==> config.mk <==
export PLATFORM = sky130hd
export DESIGN_NAME = diu_top
export DESIGN_NICKNAME = d
export VERILOG_FILES = /design/src/verilog/diu_pkg.sv /design/src/verilog/diu_top.sv
export SDC_FILE = /design/constraint.sdc
export NUM_CORES = 1
export LEC_CHECK = 0
export ABC_CLOCK_PERIOD_IN_PS = 8750
export BUFFER_PORTS_ARGS = -buffer_cell sky130_fd_sc_hd__buf_2
export CAP_MARGIN = 40
export CORE_MARGIN = 2
export CORE_UTILIZATION = 25
export DETAILED_ROUTE_END_ITERATION = 8
export PLACE_DENSITY_LB_ADDON = 0.25
export SYNTH_ARGS = -nofsm -noshare
export SYNTH_HDL_FRONTEND = slang
export SYNTH_SLANG_ARGS = --single-unit
==> constraint.sdc <==
create_clock -name CLK -period 8.75 [get_ports CLK]
set_input_delay 1.3125 -clock CLK [delete_from_list [all_inputs] [get_ports CLK]]
set_output_delay 1.3125 -clock CLK [all_outputs]
set_load 0.02 [all_outputs]
==> src/verilog/diu_pkg.sv <==
// diu_pkg: constants, record layouts and states of the diagnostic interrupt unit
// assumes a single 25 MHz clock; record bytes are read by index from the host side
package diu_pkg;
    localparam int DIU_SLAVES = 64;
    localparam int DIU_EXT_BYTES = 16;
    localparam int DIU_IDX_W = 4;
    // basic record byte 0 bit positions
    localparam int DIU_B0_GROUP = 0;
    localparam int DIU_B0_INT = 1;
    localparam int DIU_B0_EXT = 2;
    localparam int DIU_B0_CFG = 3;
    localparam int DIU_B0_VOLT = 4;
    // byte 1 holds module class and a fixed one
    localparam logic [7:0] DIU_B1_CLASS = 8'h1C;
    // byte 2 bit positions
    localparam int DIU_B2_CFG = 0;
    localparam int DIU_B2_OFFLINE = 2;
    // byte 3 bit position
    localparam int DIU_B3_NVM = 2;
    // extended record fixed bytes and delta list start
    localparam logic [7:0] DIU_X4 = 8'h60;
    localparam logic [7:0] DIU_X5 = 8'h00;
    localparam logic [7:0] DIU_X6 = 8'h40;
    localparam int DIU_DELTA_FIRST = 7;
    localparam int DIU_DELTA_LAST = 14;
    localparam logic [7:0] DIU_RSVD = 8'h00;
    typedef enum logic [1:0] {DIU_IDLE, DIU_PEND} diu_state_t;
endpackage : diu_pkg

==> src/verilog/diu_top.sv <==
// diu_top: diagnostic interrupt generation and record holding for the field-bus master
// assumes host status, mode and fault inputs synchronous to CLK; host reads records by index
`timescale 1ns/10ps
module diu_top
    import diu_pkg::*;
(
    input wire logic CLK,
    input wire logic RESET,
    input wire logic HOST_STOP,
    input wire logic HOST_ACK,
    input wire logic PROT_MODE,
    input wire logic LINE_POWER_FAIL,
    input wire logic NVM_FAULT,
    input wire logic [DIU_SLAVES-1:0] SLAVE_MISSING,
    input wire logic [DIU_SLAVES-1:0] SLAVE_WRONG_TYPE,
    input wire logic [DIU_SLAVES-1:0] SLAVE_UNCONFIG,
    input wire logic [DIU_IDX_W-1:0] REC_INDEX,
    output logic DIAG_IRQ,
    output logic [7:0] REC_DATA,
    output logic [31:0] BASIC_DIAG_RECORD
);
    // observed total state
    logic [DIU_SLAVES-1:0] delta_now;
    logic cfg_err_now;
    logic pwr_now;
    logic ext_now;
    assign delta_now = SLAVE_MISSING | SLAVE_WRONG_TYPE | SLAVE_UNCONFIG;
    assign cfg_err_now = PROT_MODE && (|delta_now);
    assign pwr_now = PROT_MODE && LINE_POWER_FAIL;

    // state registers
    diu_state_t state_q, state_d;
    logic irq_q, irq_d;
    logic int_q, int_d; // latched internal fault
    logic prot_q, prot_d;
    logic [DIU_SLAVES-1:0] snap_delta_q, snap_delta_d;
    logic snap_pwr_q, snap_pwr_d;
    logic snap_int_q, snap_int_d;
    logic [DIU_SLAVES-1:0] rec_delta_q, rec_delta_d;
    logic rec_pwr_q, rec_pwr_d;
    logic rec_int_q, rec_int_d;
    logic rec_group_q, rec_group_d;
    logic [7:0] data_q, data_d;
    logic [31:0] basic_q, basic_d;

    logic [DIU_SLAVES-1:0] cur_delta;
    logic changed;
    logic can_signal;
    logic err_free;
    logic leave_prot;
    logic [DIU_SLAVES-1:0] base_delta;
    logic base_pwr;
    logic [7:0] b0, b2, b3;
    logic [31:0] basic_img;
    logic [7:0] ext_img [DIU_EXT_BYTES];

    always_comb begin
        cur_delta = PROT_MODE ? delta_now : '0;
        ext_now = cfg_err_now | pwr_now;
        leave_prot = prot_q && !PROT_MODE;
        // history drop on leaving protected mode must not itself raise a request
        base_delta = leave_prot ? '0 : snap_delta_q;
        base_pwr = leave_prot ? 1'b0 : snap_pwr_q;
        // total state compared with last signalled snapshot
        changed = (cur_delta != base_delta) || (pwr_now != base_pwr) || (int_d != snap_int_q);
        can_signal = !HOST_STOP && (state_q == DIU_IDLE);
        err_free = !ext_now && !int_d;
    end

    always_comb begin
        state_d = state_q;
        irq_d = irq_q;
        int_d = int_q | NVM_FAULT;
        prot_d = PROT_MODE;
        snap_delta_d = snap_delta_q;
        snap_pwr_d = snap_pwr_q;
        snap_int_d = snap_int_q;
        rec_delta_d = rec_delta_q;
        rec_pwr_d = rec_pwr_q;
        rec_int_d = rec_int_q;
        rec_group_d = rec_group_q;
        if (leave_prot) begin
            // external history dropped on leaving protected mode
            snap_delta_d = '0;
            snap_pwr_d = 1'b0;
            rec_delta_d = '0;
            rec_pwr_d = 1'b0;
        end
        unique case (state_q)
            DIU_IDLE: begin
                // snapshot cleared on exit from protected mode, so entry with an error
                // differs and fires; if deferred, it fires only if the error persists
                if (can_signal && changed) begin
                    state_d = DIU_PEND;
                    irq_d = 1'b1;
                    snap_delta_d = cur_delta;
                    snap_pwr_d = pwr_now;
                    snap_int_d = int_d;
                    rec_delta_d = cur_delta;
                    rec_pwr_d = pwr_now;
                    rec_int_d = int_d;
                    rec_group_d = !err_free;
                end
            end
            DIU_PEND: begin
                if (HOST_ACK) begin
                    state_d = DIU_IDLE;
                    irq_d = 1'b0;
                end
            end
            default: begin
                state_d = DIU_IDLE;
                irq_d = 1'b0;
            end
        endcase
        if (HOST_STOP) begin
            // stop wipes history; internal fault itself survives until reset
            state_d = DIU_IDLE;
            irq_d = 1'b0;
            snap_delta_d = '0;
            snap_pwr_d = 1'b0;
            snap_int_d = 1'b0;
            rec_delta_d = '0;
            rec_pwr_d = 1'b0;
            rec_int_d = 1'b0;
            rec_group_d = 1'b0;
        end
    end

    always_ff @(posedge CLK or posedge RESET) begin
        if (RESET) begin
            state_q <= DIU_IDLE;
            irq_q <= 1'b0;
            int_q <= 1'b0;
            prot_q <= 1'b0;
            snap_delta_q <= '0;
            snap_pwr_q <= 1'b0;
            snap_int_q <= 1'b0;
            rec_delta_q <= '0;
            rec_pwr_q <= 1'b0;
            rec_int_q <= 1'b0;
            rec_group_q <= 1'b0;
        end else begin
            state_q <= state_d;
            irq_q <= irq_d;
            int_q <= int_d;
            prot_q <= prot_d;
            snap_delta_q <= snap_delta_d;
            snap_pwr_q <= snap_pwr_d;
            snap_int_q <= snap_int_d;
            rec_delta_q <= rec_delta_d;
            rec_pwr_q <= rec_pwr_d;
            rec_int_q <= rec_int_d;
            rec_group_q <= rec_group_d;
        end
    end

    // record images built from the signalled snapshot; the byte 2 offline bit follows HOST_STOP directly
    always_comb begin
        b0 = '0;
        b0[DIU_B0_GROUP] = rec_group_q;
        b0[DIU_B0_INT] = rec_int_q;
        b0[DIU_B0_EXT] = (|rec_delta_q) | rec_pwr_q;
        b0[DIU_B0_CFG] = |rec_delta_q;
        b0[DIU_B0_VOLT] = rec_pwr_q;
        b2 = '0;
        b2[DIU_B2_CFG] = |rec_delta_q;
        b2[DIU_B2_OFFLINE] = HOST_STOP;
        b3 = '0;
        b3[DIU_B3_NVM] = rec_int_q;
        basic_img = {b3, b2, DIU_B1_CLASS, b0};
        ext_img[0] = b0;
        ext_img[1] = DIU_B1_CLASS;
        ext_img[2] = b2;
        ext_img[3] = b3;
        ext_img[4] = DIU_X4;
        ext_img[5] = DIU_X5;
        ext_img[6] = DIU_X6;
        for (int i = DIU_DELTA_FIRST; i <= DIU_DELTA_LAST; i++) begin
            ext_img[i] = rec_delta_q[(i - DIU_DELTA_FIRST) * 8 +: 8];
        end
        ext_img[DIU_EXT_BYTES-1] = DIU_RSVD;
        data_d = ext_img[REC_INDEX];
        basic_d = basic_img;
    end

    always_ff @(posedge CLK or posedge RESET) begin
        if (RESET) begin
            data_q <= '0;
            basic_q <= '0;
        end else begin
            data_q <= data_d;
            basic_q <= basic_d;
        end
    end

    assign DIAG_IRQ = irq_q;
    assign REC_DATA = data_q;
    assign BASIC_DIAG_RECORD = basic_q;
endmodule : diu_top

==> qor.yml <==
sta:
  maxSlewViolCount: 0
  rsz0062_at_grt: "no"
  worst_margin_slew_ns: 0.836
  period_minus_slack_ns: 4.60
  report.final.hold_viol_count: 0
  finalCritPeriodShare: 0.526
  timing.final.setup_violations: 0
  timing.final.ws_setup_ns: 4.15
  timing.clock.skew_ns: 0.0105
  fmax_mhz: 217
  worst_slew_margin_rel: 0.438
  finalSetupTns_ns: 0
global_route:
  maximum_number_of_pins_on_one_net_before_global_route_repair: 81
  grt_first_pass_wirelength_mm: 46.6
  groute.usage.overall: 0.187
  via_count_of_the_first_global_routing_pass: 7242
  globalRoute.totalOverflow: 0
  number_of_antenna_violations_at_the_first_check_in_global_routing: 0
place:
  post_place_cells: 1344
  port_buffers: 222
  post-place-ws_ns: 3.72
  gp_congestion: 0.863
  place_hpwl_mm: 24.6
finish:
  final_cells: 1376
  fin_nets: 1164
  drive_above_1_share: 0.323
  mostFrequentLayoutCells: "sky130_fd_sc_hd__buf_2 (224), sky130_fd_sc_hd__dfrtp_1 (150), sky130_fd_sc_hd__o2bb2ai_1 (128), sky130_fd_sc_hd__nor4_1 (86), sky130_fd_sc_hd__nor3_1 (59)"
  most_common_cell_after_layout_fill_and_taps_aside: "sky130_fd_sc_hd__buf_2"
  postLayoutCoreUtil: 0.321
  antennaDiodeCount: 0
  syn2layout_area_growth_pct: 26.3
synth:
  yosysWarningCount: 0
  post_synth.cell_area_avg_um2: 11.0
  yosys-top-cells-area: "sky130_fd_sc_hd__dfrtp_1 (47%), sky130_fd_sc_hd__o2bb2ai_1 (14%), sky130_fd_sc_hd__nor4_1 (6.7%)"
  synth_top_area_cell: "sky130_fd_sc_hd__dfrtp_1"
  count_of_flip_flops_with_a_built_in_enable_after_synthesis: 0
  yosysUniqueCellTypes: 45
  postSynth.topFlopCell: "sky130_fd_sc_hd__dfrtp_1"
  synthesis.instances: 735
  synth_top_area_frac: 0.466
  synth_async_sr_flop_share: 1.00
  synth_seq_area_share: 0.466
  synth-seq-cells: 150
  syn_area_um2: 8050
outcome:
  result_of_the_run: "complete, no violations"
cts:
  root_buffer: "sky130_fd_sc_hd__clkbuf_16"
  clock_buffer_count_from_cts: 17
  clk-insertion-delay-late_ns: 0.43
  clkSlewWorstSetupHoldPaths_ns: 0.07
  cts_hold_buffers: 0
  cts-root-to-sink-buffers: 2
  ctsResizeCount: 0
  cts.sink_count: 150
  htree_levels: 4
  tritoncts: "done"
  post-cts-setup-buffer-count: 0
die:
  coreArea_um2: 31600
  die_height_um: 183
  row_count: 65
  pin_count: 244
  die_w_um: 183
  initial_core_util: 0.254
  die_area_um2: 33600
hold_path:
  hold_path.startpoint: "rec_group_q"
  hold_class: "reg2reg"
critical_path:
  kind_of_critical_path: "in2reg"
  crit_path_max_fanout: 66
  worstPathArrival_ns: 4.95
  timing.rr.start: "snap_delta_q[24]"
  end_kind: "register"
  setup.worst_path.start_class: "input pin"
  worst_ep_required_time_ns: 9.10
  worst_setup_path_startpoint: "SLAVE_WRONG_TYPE[38]"
drt:
  dr_total_vias: 7596
  drt_iter0_markers: 616
  drcViolationCount: 0
  firstDrtPassIters: 7
  route.final.wire_length_mm: 31.6
  ant_nets: 0
  routed_via_density: 5.52
  post_drt_wl_per_cell_um: 23.0
power:
  leakagePower_uw: 0.00415
  power-per-cell-area_nw_per_um2: 180
  max-vdd-ir-drop_uv: 135
run:
  max_cap_violations: 0
## cell families (layout without fill, tap and decap cells)
logic type / after synthesis / count (layout) / synth area share
compound gates: 248 / 248 / 0.252
simple gates: 223 / 223 / 0.163
flops: 150 / 150 / 0.466
buf+inv: 72 / 291 / 0.0586
xor+xnor: 20 / 20 / 0.0218
mux: 20 / 20 / 0.0378
other cells: 2 / 22 / 0.000933
## final timing paths
path	to	slack, ns	cells past startpoint
setup / recovery	rec_delta_q[21]	4.15	9
hold / removal	BASIC_DIAG_RECORD[0]	0.45	0
setup reg to reg	rec_delta_q[21]	4.88	8
hold reg to reg	BASIC_DIAG_RECORD[0]	0.45	0
max in group asynchronous	snap_delta_q[63]	6.56	4
min in group asynchronous	REC_DATA[7]	0.98	2
## metrics by stage
| step | hold WS, ns | power (uW) | cell area, um2 |
|---|---|---|---|
| 2_1_floorplan | 0.367 | 947 | 8120 |
| 6_report | 0.446 | 1830 | 10200 |
| 3_3_place_gp | 0.433 | 1080 | 9520 |
| 5_1_grt | 0.450 | 1900 | 10200 |
| 4_1_cts | 0.439 | 1850 | 10200 |
| 3_5_place_dp | 0.424 | 1080 | 9560 |
## worst max-delay path, stage by stage
cell and delay, ns:
sky130_fd_sc_hd__buf_2 0.10, sky130_fd_sc_hd__nor3_2 0.52, sky130_fd_sc_hd__o211ai_1 0.19, sky130_fd_sc_hd__nor4_1 0.51, sky130_fd_sc_hd__o2111ai_1 0.21, sky130_fd_sc_hd__o31ai_1 0.32, sky130_fd_sc_hd__o311a_4 0.79, sky130_fd_sc_hd__buf_4 0.71
sky130_fd_sc_hd__o2bb2ai_1 0.20
## report_power, final
group          switching, uW  internal, uW
Combinational            166           114
Clock                    350           411
Sequential              55.7           737
Total                    571          1260
## flip-flops by register name, indices dropped and copies added, names as in the netlist
name / count
snap_delta_q: 64
rec_pwr_q: 1
rec_int_q: 1
prot_q: 1
rec_delta_q: 64
int_q: 1
rec_group_q: 1
BASIC_DIAG_RECORD: 7
snap_pwr_q: 1
DIAG_IRQ: 1
REC_DATA: 8
## layout make-up
cell class	instances	area, um2
Tap cell	402	503
Sequential cell	150	3750
Clock buffer	17	425
Clock inverter	15	181
Fill cell	3285	21500
Timing Repair Buffer	253	1360
Multi-Input combinational cell	533	3920
Inverter	6	27.5
## cells in the mapped netlist, drive strengths merged, types with 2 or more instances
library cell,n
a31oi,3
buf,55
dfrtp,150
o31a,44
a211oi,5
nor2b,3
a221oi,4
o21ai,12
o22ai,22
nor4,87
nand3,6
mux2,3
conb,2
inv,6
mux2i,9
clkbuf,11
o2bb2ai,128
nand2,15
o211ai,7
a21oi,12
nand4,21
nor3,72
xnor2,20
a2bb2o,2
nand2b,4
o31ai,3
nor2,12
mux4,8
## layer usage
metal / up-vias / track usage / wire length [um]
met5: - / 0 / 0
li1: 3450 / - / -
met1: 3766 / 0.263 / 14200
met2: 350 / 0.288 / 14200
met4: 0 / 0.0454 / 659
met3: 30 / 0.0464 / 2540
Power figures use the tool's default switching activity.
